### src/cbs_pkg.sv
package cbs_pkg;

  // Clock and timing figures
  localparam int CLK_HZ = 125_000_000;
  localparam int CB_PHASE_MS = 100;
  localparam int CB_PHASE_CYCLES = CB_PHASE_MS * (CLK_HZ / 1000);
  localparam int ZERO_US = 18;
  localparam int ONE_US = 50;
  localparam int STROBE_US = 200;
  // Decision bounds sit midway between the nominal pulse widths
  localparam int ONE_MIN_US = (ZERO_US + ONE_US) / 2;
  localparam int STROBE_MIN_US = (ONE_US + STROBE_US) / 2;
  localparam int ONE_MIN_CYCLES = ONE_MIN_US * (CLK_HZ / 1_000_000);
  localparam int STROBE_MIN_CYCLES = STROBE_MIN_US * (CLK_HZ / 1_000_000);

  // Divider tap positions, tap Qn sits at bit n-1
  localparam int DIV_W = 6;
  localparam int TAP_Q2 = 1;
  localparam int TAP_Q3 = 2;
  localparam int TAP_Q4 = 3;
  localparam int TAP_Q5 = 4;

  // Register byte offsets
  localparam logic [7:0] OFS_CTRL = 8'h00;
  localparam logic [7:0] OFS_SETTLE = 8'h04;
  localparam logic [7:0] OFS_STATUS = 8'h08;
  localparam logic [7:0] OFS_IRQ_STATUS = 8'h0C;
  localparam logic [7:0] OFS_IRQ_MASK = 8'h10;
  localparam logic [7:0] OFS_CB_COUNT = 8'h14;
  localparam logic [7:0] OFS_SS_COUNT = 8'h18;
  localparam logic [7:0] OFS_CTRL_WORD = 8'h1C;

  // Field positions
  localparam int CTRL_START = 0;
  localparam int CTRL_ABORT = 1;
  localparam int CW_START = 0;
  localparam int IRQ_CB_END = 0;
  localparam int IRQ_DONE = 1;
  localparam int IRQ_WORD = 2;
  localparam int IRQ_W = 3;
  localparam int SETTLE_W = 16;
  localparam int WORD_W = 16;

  // Reset values
  localparam logic [SETTLE_W-1:0] SETTLE_RESET = 16'h0000;
  localparam logic [IRQ_W-1:0] IRQ_MASK_RESET = 3'h0;

  // Bus answers
  localparam logic [1:0] RESP_OKAY = 2'h0;
  localparam logic [1:0] RESP_SLVERR = 2'h2;

  typedef enum logic [1:0] {
    ST_IDLE,
    ST_SETTLE,
    ST_BALANCE,
    ST_SLOPE
  } cbs_state_type;

  // Integrator current switches
  typedef struct packed {
    logic input_connect;
    logic cb_current;
    logic ss_current;
  } cbs_analog_type;

endpackage : cbs_pkg

### src/cbs_divider.sv
`timescale 1ns/1ps
module cbs_divider #(
  parameter int W = cbs_pkg::DIV_W
) (
  input wire logic aclk, // System clock
  input wire logic aresetn, // Synchronous reset, active low
  output logic [W-1:0] taps, // Divider taps, bit n-1 is Qn
  output logic [W-1:0] tap_rise // One-cycle pulse per rising tap
);

  logic [W-1:0] next_taps;
  logic [W-1:0] next_rise;

  // Free-running binary count; rise marks bits going 0 to 1
  always_comb begin
    next_taps = taps + {{(W-1){1'b0}}, 1'b1};
    next_rise = next_taps & ~taps;
  end

  always_ff @(posedge aclk) begin
    if (!aresetn) begin
      taps <= '0;
      tap_rise <= '0;
    end else begin
      taps <= next_taps;
      tap_rise <= next_rise;
    end
  end

endmodule : cbs_divider

### src/cbs_pulse_decoder.sv
`timescale 1ns/1ps
module cbs_pulse_decoder #(
  parameter int W = cbs_pkg::WORD_W,
  parameter int ONE_MIN = cbs_pkg::ONE_MIN_CYCLES,
  parameter int STROBE_MIN = cbs_pkg::STROBE_MIN_CYCLES
) (
  input wire logic aclk, // System clock
  input wire logic aresetn, // Synchronous reset, active low
  input wire logic serial_in, // Pulse-width coded control line
  output logic [W-1:0] word, // Last latched control word
  output logic word_valid // One-cycle pulse on latch
);

  localparam int CW = $clog2(STROBE_MIN + 1);

  logic prev;
  logic [CW-1:0] width;
  logic [W-1:0] shift;
  logic next_prev;
  logic [CW-1:0] next_width;
  logic [W-1:0] next_shift;
  logic [W-1:0] next_word;
  logic next_valid;

  // Width measured while high, classified on the falling edge
  always_comb begin
    next_prev = serial_in;
    next_width = width;
    next_shift = shift;
    next_word = word;
    next_valid = 1'b0;
    if (serial_in) begin
      // Saturate so a stuck-high line still reads as a strobe
      if (width != CW'(STROBE_MIN)) begin
        next_width = width + {{(CW-1){1'b0}}, 1'b1};
      end
    end else begin
      next_width = '0;
    end
    if (prev && !serial_in) begin
      if (width >= CW'(STROBE_MIN)) begin
        next_word = shift;
        next_valid = 1'b1;
      end else begin
        next_shift = {shift[W-2:0], (width >= CW'(ONE_MIN))};
      end
    end
  end

  always_ff @(posedge aclk) begin
    if (!aresetn) begin
      prev <= 1'b0;
      width <= '0;
      shift <= '0;
      word <= '0;
      word_valid <= 1'b0;
    end else begin
      prev <= next_prev;
      width <= next_width;
      shift <= next_shift;
      word <= next_word;
      word_valid <= next_valid;
    end
  end

endmodule : cbs_pulse_decoder

### src/cbs_sequencer.sv
`timescale 1ns/1ps
module cbs_sequencer #(
  parameter int CB_CYCLES = cbs_pkg::CB_PHASE_CYCLES,
  parameter int ONE_MIN = cbs_pkg::ONE_MIN_CYCLES,
  parameter int STROBE_MIN = cbs_pkg::STROBE_MIN_CYCLES
) (
  input wire logic aclk, // System clock
  input wire logic aresetn, // Synchronous reset, active low
  input wire logic [7:0] s_axi_awaddr, // Write address
  input wire logic s_axi_awvalid, // Write address valid
  output logic s_axi_awready, // Write address ready
  input wire logic [31:0] s_axi_wdata, // Write data
  input wire logic [3:0] s_axi_wstrb, // Write byte strobes
  input wire logic s_axi_wvalid, // Write data valid
  output logic s_axi_wready, // Write data ready
  output logic [1:0] s_axi_bresp, // Write response
  output logic s_axi_bvalid, // Write response valid
  input wire logic s_axi_bready, // Write response ready
  input wire logic [7:0] s_axi_araddr, // Read address
  input wire logic s_axi_arvalid, // Read address valid
  output logic s_axi_arready, // Read address ready
  output logic [31:0] s_axi_rdata, // Read data
  output logic [1:0] s_axi_rresp, // Read response
  output logic s_axi_rvalid, // Read data valid
  input wire logic s_axi_rready, // Read data ready
  input wire logic cb_comp_above, // Integrator above balance threshold
  input wire logic ss_comp_pos, // Integrator still positive
  input wire logic ctl_serial_in, // Coded control line from host
  output cbs_pkg::cbs_analog_type analog, // Integrator current switches
  output logic count_pulse, // One-cycle pulse per count
  output logic irq // Level interrupt
);

  localparam int PW = $clog2(CB_CYCLES + 1);

  // True where the offset names a register
  function automatic logic reg_hit(input logic [7:0] a);
    reg_hit = (a == cbs_pkg::OFS_CTRL) || (a == cbs_pkg::OFS_SETTLE)
      || (a == cbs_pkg::OFS_STATUS) || (a == cbs_pkg::OFS_IRQ_STATUS)
      || (a == cbs_pkg::OFS_IRQ_MASK) || (a == cbs_pkg::OFS_CB_COUNT)
      || (a == cbs_pkg::OFS_SS_COUNT) || (a == cbs_pkg::OFS_CTRL_WORD);
  endfunction : reg_hit

  // Byte-lane merge of a write into an old value
  function automatic logic [31:0] merge(input logic [31:0] old, input logic [31:0] d,
                                        input logic [3:0] s);
    for (int i = 0; i < 4; i++) begin
      merge[i*8 +: 8] = s[i] ? d[i*8 +: 8] : old[i*8 +: 8];
    end
  endfunction : merge

  logic [cbs_pkg::DIV_W-1:0] taps;
  logic [cbs_pkg::DIV_W-1:0] tap_rise;
  logic [cbs_pkg::WORD_W-1:0] ctrl_word;
  logic word_valid;

  cbs_divider #(.W(cbs_pkg::DIV_W)) u_div (
    .aclk(aclk),
    .aresetn(aresetn),
    .taps(taps),
    .tap_rise(tap_rise)
  );

  cbs_pulse_decoder #(
    .W(cbs_pkg::WORD_W),
    .ONE_MIN(ONE_MIN),
    .STROBE_MIN(STROBE_MIN)
  ) u_dec (
    .aclk(aclk),
    .aresetn(aresetn),
    .serial_in(ctl_serial_in),
    .word(ctrl_word),
    .word_valid(word_valid)
  );

  // Bus-side state
  logic aw_held, w_held;
  logic [7:0] aw_addr;
  logic [31:0] w_data;
  logic [3:0] w_strb;
  logic [cbs_pkg::SETTLE_W-1:0] settle;
  logic [cbs_pkg::IRQ_W-1:0] irq_status, irq_mask;
  logic next_aw_held, next_w_held, next_bvalid, next_rvalid;
  logic [7:0] next_aw_addr;
  logic [31:0] next_w_data, next_rdata;
  logic [3:0] next_w_strb;
  logic [1:0] next_bresp, next_rresp;
  logic [cbs_pkg::SETTLE_W-1:0] next_settle;
  logic [cbs_pkg::IRQ_W-1:0] next_irq_status, next_irq_mask;
  logic do_write, do_read, start_req, abort_req;
  logic [cbs_pkg::IRQ_W-1:0] events;
  logic [31:0] rd_mux, wr_val, settle_wr, mask_wr;

  // Sequencer state
  cbs_pkg::cbs_state_type state, next_state;
  logic cb_ff, next_cb_ff;
  logic [PW-1:0] phase_cnt, next_phase_cnt;
  logic [cbs_pkg::SETTLE_W-1:0] settle_cnt, next_settle_cnt;
  logic [31:0] cb_count, ss_count, next_cb_count, next_ss_count;
  cbs_pkg::cbs_analog_type next_analog;
  logic next_pulse;

  assign s_axi_awready = !aw_held;
  assign s_axi_wready = !w_held;
  assign s_axi_arready = !s_axi_rvalid;
  assign do_write = aw_held && w_held && !s_axi_bvalid;
  assign do_read = s_axi_arvalid && !s_axi_rvalid;
  assign wr_val = merge(32'h0000_0000, w_data, w_strb);
  assign settle_wr = merge({16'h0000, settle}, w_data, w_strb);
  assign mask_wr = merge({29'h0, irq_mask}, w_data, w_strb);
  assign start_req = (do_write && aw_addr == cbs_pkg::OFS_CTRL && wr_val[cbs_pkg::CTRL_START])
    || (word_valid && ctrl_word[cbs_pkg::CW_START]);
  assign abort_req = do_write && aw_addr == cbs_pkg::OFS_CTRL && wr_val[cbs_pkg::CTRL_ABORT];

  // Read mux; status shows state, balance latch and comparators
  always_comb begin
    rd_mux = 32'h0000_0000;
    case (s_axi_araddr)
      cbs_pkg::OFS_SETTLE: rd_mux = {16'h0000, settle};
      cbs_pkg::OFS_STATUS: rd_mux = {27'h0, ss_comp_pos, cb_comp_above, cb_ff, state};
      cbs_pkg::OFS_IRQ_STATUS: rd_mux = {29'h0, irq_status};
      cbs_pkg::OFS_IRQ_MASK: rd_mux = {29'h0, irq_mask};
      cbs_pkg::OFS_CB_COUNT: rd_mux = cb_count;
      cbs_pkg::OFS_SS_COUNT: rd_mux = ss_count;
      cbs_pkg::OFS_CTRL_WORD: rd_mux = {16'h0000, ctrl_word};
      default: rd_mux = 32'h0000_0000;
    endcase
  end

  // Bus slave and register file; address and data taken in either order
  always_comb begin
    next_aw_held = aw_held;
    next_aw_addr = aw_addr;
    next_w_held = w_held;
    next_w_data = w_data;
    next_w_strb = w_strb;
    next_bvalid = s_axi_bvalid;
    next_bresp = s_axi_bresp;
    next_rvalid = s_axi_rvalid;
    next_rdata = s_axi_rdata;
    next_rresp = s_axi_rresp;
    next_settle = settle;
    next_irq_mask = irq_mask;
    next_irq_status = irq_status;
    if (s_axi_awvalid && !aw_held) begin
      next_aw_held = 1'b1;
      next_aw_addr = s_axi_awaddr;
    end
    if (s_axi_wvalid && !w_held) begin
      next_w_held = 1'b1;
      next_w_data = s_axi_wdata;
      next_w_strb = s_axi_wstrb;
    end
    if (s_axi_bvalid && s_axi_bready) begin
      next_bvalid = 1'b0;
    end
    if (do_write) begin
      next_aw_held = 1'b0;
      next_w_held = 1'b0;
      next_bvalid = 1'b1;
      next_bresp = reg_hit(aw_addr) ? cbs_pkg::RESP_OKAY : cbs_pkg::RESP_SLVERR;
      if (aw_addr == cbs_pkg::OFS_SETTLE) begin
        next_settle = settle_wr[cbs_pkg::SETTLE_W-1:0];
      end
      if (aw_addr == cbs_pkg::OFS_IRQ_MASK) begin
        next_irq_mask = mask_wr[cbs_pkg::IRQ_W-1:0];
      end
    end
    if (s_axi_rvalid && s_axi_rready) begin
      next_rvalid = 1'b0;
    end
    if (do_read) begin
      next_rvalid = 1'b1;
      next_rdata = rd_mux;
      next_rresp = reg_hit(s_axi_araddr) ? cbs_pkg::RESP_OKAY : cbs_pkg::RESP_SLVERR;
      if (s_axi_araddr == cbs_pkg::OFS_IRQ_STATUS) begin
        next_irq_status = '0;
      end
    end
    // A new event wins over a clear in the same cycle
    next_irq_status = next_irq_status | events;
  end

  always_ff @(posedge aclk) begin
    if (!aresetn) begin
      aw_held <= 1'b0;
      aw_addr <= 8'h00;
      w_held <= 1'b0;
      w_data <= 32'h0000_0000;
      w_strb <= 4'h0;
      s_axi_bvalid <= 1'b0;
      s_axi_bresp <= cbs_pkg::RESP_OKAY;
      s_axi_rvalid <= 1'b0;
      s_axi_rdata <= 32'h0000_0000;
      s_axi_rresp <= cbs_pkg::RESP_OKAY;
      settle <= cbs_pkg::SETTLE_RESET;
      irq_mask <= cbs_pkg::IRQ_MASK_RESET;
      irq_status <= '0;
      irq <= 1'b0;
    end else begin
      aw_held <= next_aw_held;
      aw_addr <= next_aw_addr;
      w_held <= next_w_held;
      w_data <= next_w_data;
      w_strb <= next_w_strb;
      s_axi_bvalid <= next_bvalid;
      s_axi_bresp <= next_bresp;
      s_axi_rvalid <= next_rvalid;
      s_axi_rdata <= next_rdata;
      s_axi_rresp <= next_rresp;
      settle <= next_settle;
      irq_mask <= next_irq_mask;
      irq_status <= next_irq_status;
      irq <= |(next_irq_status & next_irq_mask);
    end
  end

  // Conversion sequencer: settle, balance, slope, back to idle
  always_comb begin
    next_state = state;
    next_cb_ff = cb_ff;
    next_phase_cnt = phase_cnt;
    next_settle_cnt = settle_cnt;
    next_cb_count = cb_count;
    next_ss_count = ss_count;
    next_pulse = 1'b0;
    events = '0;
    events[cbs_pkg::IRQ_WORD] = word_valid;
    case (state)
      cbs_pkg::ST_IDLE: begin
        next_cb_ff = 1'b0;
        if (start_req) begin
          next_state = cbs_pkg::ST_SETTLE;
          next_settle_cnt = settle;
        end
      end
      cbs_pkg::ST_SETTLE: begin
        // Lets the host hold the input off while its selection settles
        if (settle_cnt == '0) begin
          next_state = cbs_pkg::ST_BALANCE;
          next_phase_cnt = PW'(CB_CYCLES - 1);
          next_cb_count = 32'h0000_0000;
        end else begin
          next_settle_cnt = settle_cnt - {{(cbs_pkg::SETTLE_W-1){1'b0}}, 1'b1};
        end
      end
      cbs_pkg::ST_BALANCE: begin
        // Clear wins so the latch cannot stick when Q3..Q5 meet Q4's rise
        if (taps[cbs_pkg::TAP_Q3] && taps[cbs_pkg::TAP_Q4] && taps[cbs_pkg::TAP_Q5]) begin
          next_cb_ff = 1'b0;
        end else if (tap_rise[cbs_pkg::TAP_Q4] && cb_comp_above) begin
          next_cb_ff = 1'b1;
        end
        if (tap_rise[cbs_pkg::TAP_Q2] && cb_ff) begin
          next_pulse = 1'b1;
          next_cb_count = cb_count + 32'h0000_0001;
        end
        if (phase_cnt == '0) begin
          next_state = cbs_pkg::ST_SLOPE;
          next_cb_ff = 1'b0;
          next_ss_count = 32'h0000_0000;
          events[cbs_pkg::IRQ_CB_END] = 1'b1;
        end else begin
          next_phase_cnt = phase_cnt - {{(PW-1){1'b0}}, 1'b1};
        end
      end
      cbs_pkg::ST_SLOPE: begin
        if (!ss_comp_pos) begin
          next_state = cbs_pkg::ST_IDLE;
          events[cbs_pkg::IRQ_DONE] = 1'b1;
        end else if (tap_rise[cbs_pkg::TAP_Q2]) begin
          next_pulse = 1'b1;
          next_ss_count = ss_count + 32'h0000_0001;
        end
      end
      default: next_state = cbs_pkg::ST_IDLE;
    endcase
    if (abort_req) begin
      next_state = cbs_pkg::ST_IDLE;
      next_cb_ff = 1'b0;
    end
    // Switches follow the next state so they move with it
    next_analog.input_connect = (next_state == cbs_pkg::ST_BALANCE);
    next_analog.cb_current = next_cb_ff && (next_state == cbs_pkg::ST_BALANCE);
    next_analog.ss_current = (next_state == cbs_pkg::ST_SLOPE);
  end

  always_ff @(posedge aclk) begin
    if (!aresetn) begin
      state <= cbs_pkg::ST_IDLE;
      cb_ff <= 1'b0;
      phase_cnt <= '0;
      settle_cnt <= '0;
      cb_count <= 32'h0000_0000;
      ss_count <= 32'h0000_0000;
      analog <= '0;
      count_pulse <= 1'b0;
    end else begin
      state <= next_state;
      cb_ff <= next_cb_ff;
      phase_cnt <= next_phase_cnt;
      settle_cnt <= next_settle_cnt;
      cb_count <= next_cb_count;
      ss_count <= next_ss_count;
      analog <= next_analog;
      count_pulse <= next_pulse;
    end
  end

endmodule : cbs_sequencer

### config.mk
export PLATFORM = sky130hd
export DESIGN_NAME = cbs_sequencer
export DESIGN_NICKNAME = d
export VERILOG_FILES = /design/src/cbs_pkg.sv /design/src/cbs_divider.sv /design/src/cbs_pulse_decoder.sv /design/src/cbs_sequencer.sv
export SDC_FILE = /design/constraint.sdc
export NUM_CORES = 1
export LEC_CHECK = 0
export BUFFER_PORTS_ARGS = -buffer_cell sky130_fd_sc_hd__buf_2
export CORE_AREA = 4 4 149 151
export CTS_BUF_LIST = sky130_fd_sc_hd__clkbuf_8
export CTS_CLUSTER_SIZE = 20
export DETAILED_ROUTE_END_ITERATION = 8
export DIE_AREA = 0 0 153 155
export PLACE_DENSITY = 0.76
export SYNTH_ARGS = -nofsm -noshare
export SYNTH_HDL_FRONTEND = slang
export SYNTH_SLANG_ARGS = --single-unit
### constraint.sdc
create_clock -name aclk -period 2.7 [get_ports aclk]
set_input_delay 0.54 -clock aclk [delete_from_list [all_inputs] [get_ports aclk]]
set_output_delay 0.54 -clock aclk [all_outputs]
set_load 0.1 [all_outputs]
==> run summary <==
Remaining DRCs: 0
# IOs: 108
Nets: 1,514
RSZ-0062 raised after global routing: false
EDFF count, synth: 0
Initial Util: 0.5503
Hold_sp: s_axi_rready
Via/cell ratio: 5.722
WP data arrival: 3040 ps
Drt first pass iters: 7
DP Worst Slack: 37.57 ps
# rows: 53
Startpoint types: register
Layout cell share with drive strength beyond 1: 0.1584
Post-route ant nets: 0
Skew-Pair Late Insertion Delay: 550 ps
Gpl congestion: 0.8877
Worst setup startpoint: aw_addr[0]$_SDFFE_PN0P_
Synth Warn #: 0
FF/Latch Area: 5070 sq um
Vias in the first global route: 9,386
Worst hold path class: in2reg
Setup violators final: 0
PortBufs: 87
Hold Fails Final Rpt: 0
Largest net degree at the start of global routing: 51
Die Wd: 153 um
Total Wirelength: 27.77 mm
Sink Count: 253
Clock Path Buffers: 3
Iter 0 DRT Violations: 681
Diode count: 0
Synth top area share: 0.4420
Reg2reg end: settle_cnt[14]$_SDFFE_PN0P_
Clock Root Buffer: clkbuf_8
TritonCTS buffer count: 42
Ys async rst share: 0
Clock power frac: 0.416
Max-slew headroom: 0.3108
Cell taking the most area after synthesis: dfxtp_1
Full die area: 23,720 sq um
F_max: 381.1 MHz
Power Internal: 6.184 mW
Antenna violations before repair: 3
Distinct cells, synth: 68
Min Tclk post-route: 2624 ps
R2r worst-path depth: 7
Worst r2r src: aw_addr[0]$_SDFFE_PN0P_
Fin Setup TNS: 0 ps
WS Path Type: reg2reg
Most common flop cell mapped by yosys: dfxtp_1
Combinational power share: 0.120
Multi-input logic area: 6031 sq um
Mapped Cells: 1,328
List of most frequent post-synthesis cells: dfxtp_1, nor2_1, nand2_1
Static Leak: 5.461 nW
Dpl hpwl: 19.45 mm
Worst Setup End Kind: register
Switching share of power: 0.2643
Die Span Y: 155 um
Worst setup margin: 75.73 ps
CTS tree: done
Worst path required time: 3120 ps
Post-Syn Area per Cell: 8.628 sq um
Max_cap viols: 0
Critical path endpoint: settle_cnt[14]$_SDFFE_PN0P_
Switch Pwr: 2.221 mW
Synth-to-Final Area Change: 16.18%
Fin crit share: 0.9720
#FFs+latches synth: 253
Final core utilization: 0.6393
CP max FO: 29
GR Overflow Total: 0
H-tree depth reported by CTS: 2
Avg WL per Cell: 15.96 um
Core area: 20,820 sq um
Number of fill cells: 1,819
Top cells by area, synth: dfxtp_1, nor2_1, nand2_1
Worst Skew: 27.82 ps
Slew Viols, Final: 0
Status: complete, no violations
DR vias: 9,957
Post-Syn Area: 11,460 sq um
Clock transition at the registers of the reported paths: 60 ps
Share of power burned in registers: 0.464
Final hold slack: 164.7 ps
Maximum VDD drop: 0.0003849 V
Hold path cells: 2
All-layer global routing usage: 0.2287
Seq/Total Area, Yosys: 0.4420
Top-count cell post-synth: dfxtp_1
Flop2flop setup slack: 80 ps
Worst-Margin Slew: 1032 ps
First-pass GRT wire length: 46.05 mm
Power per cell area: 631.3 nW/um^2
-- metal layers --
layer,vias up,share of wire,track usage
met5,-,0.0012,0
met4,6,0.023,0.07213
met2,325,0.45,0.3667
met3,65,0.074,0.04701
li1,4916,-,-
met1,4645,0.45,0.3126
-- flip-flops by register name (all words and copies together), names as in the netlist, 2 cells and up --
name / count
cb_count: 32
w_data: 16
u_div.tap_rise: 2
irq_mask: 3
state: 2
aw_addr: 8
w_strb: 2
u_dec.word: 16
irq_status: 3
u_div.taps: 5
analog: 3
settle_cnt: 16
s_axi_rdata: 32
ss_count: 32
settle: 16
u_dec.width: 14
u_dec.shift: 16
phase_cnt: 24
-- layout by cell type, fill, tap and decap left out, drive strengths merged, types with 8 or more instances in the layout --
master / netlist / layout
inv: 28 / 34
buf: 15 / 137
a21oi: 67 / 67
dfxtp: 253 / 253
o21a: 13 / 13
nand4: 39 / 39
and3: 16 / 16
nor4: 16 / 16
nand3: 65 / 65
o21ai: 35 / 35
mux2i: 52 / 52
and2: 22 / 22
xnor2: 30 / 30
a2bb2oi: 17 / 17
and4: 8 / 8
a222oi: 11 / 11
xor2: 59 / 59
nor3: 29 / 29
o32ai: 8 / 8
a22o: 19 / 19
or4: 9 / 9
nor2: 187 / 187
nand2: 141 / 141
ha: 17 / 17
a22oi: 18 / 18
clkbuf: 60 / 57
or3: 10 / 10
-- cell families (layout without fill, tap and decap cells) --
| family | count (synthesis) | count (layout) | synth area share |
|---|---|---|---|
| fa+ha+maj | 17 | 17 | 0.01856 |
| xor+xnor | 89 | 89 | 0.06803 |
| compound gates | 234 | 234 | 0.1437 |
| simple gates | 574 | 574 | 0.2403 |
| mux | 57 | 57 | 0.05034 |
| other cells | 1 | 2 | 0.0003273 |
| flops | 253 | 253 | 0.4420 |
| buf+inv | 103 | 239 | 0.03669 |
-- critical path, cell delays in order, from the launching register on --
cell and delay [ps]:
dfxtp_1 310, or4_4 550, or4_4 510, o311a_1 370
a211o_1 310, buf_12 190, o211ai_1 180, o31ai_1 90
-- how the worst min path moves through the flow --
stage,endpoint,slack (ps)
after floorplan,u_div.taps[0]$_SDFF_PN0_,430
after global placement,u_div.taps[0]$_SDFF_PN0_,440
after detailed placement,w_data[11]$_SDFFE_PN0P_,450
after CTS,s_axi_rvalid$_SDFFE_PN0P_,140
after global routing,s_axi_rvalid$_SDFFE_PN0P_,150
final,s_axi_rvalid$_SDFFE_PN0P_,160
-- repair_timing --
item / 4_1_cts / 5_1_grt
hold buffers: 0 / 0
buffers inserted: 0 / 1
endpoints found under the setup margin: 0 / 33
resized for setup: 0 / 7
-- per-stage QoR --
step | area (sq um) | instances | power (mW)
4_1_cts | 13270 | 1739 | 8.431
3_3_place_gp | 12380 | 1665 | 4.917
5_1_grt | 13310 | 1740 | 8.769
3_5_place_dp | 12380 | 1665 | 4.938
2_1_floorplan | 11470 | 1329 | 4.643
6_report | 13310 | 1740 | 8.405
-- power by group through the flow --
stage	registers (mW)	logic [mW]	clock network [mW]
after floorplan	3.99	0.655	0
final	3.90	1.01	3.50
after CTS	3.90	0.965	3.57
after global placement	3.97	0.943	0
after global routing	3.91	1.12	3.75
after detailed placement	3.98	0.961	0
-- final cells by class --
class                      instances  area share
clock inverter                    17    0.007895
sequential                       253      0.3808
multi-input combinational        973      0.4530
inverter                          28    0.008271
clock buffer                      57     0.05893
tap                              275     0.02585
timing repair buffer             137     0.06523
Note: power is estimated with default switching activity, not from simulation.
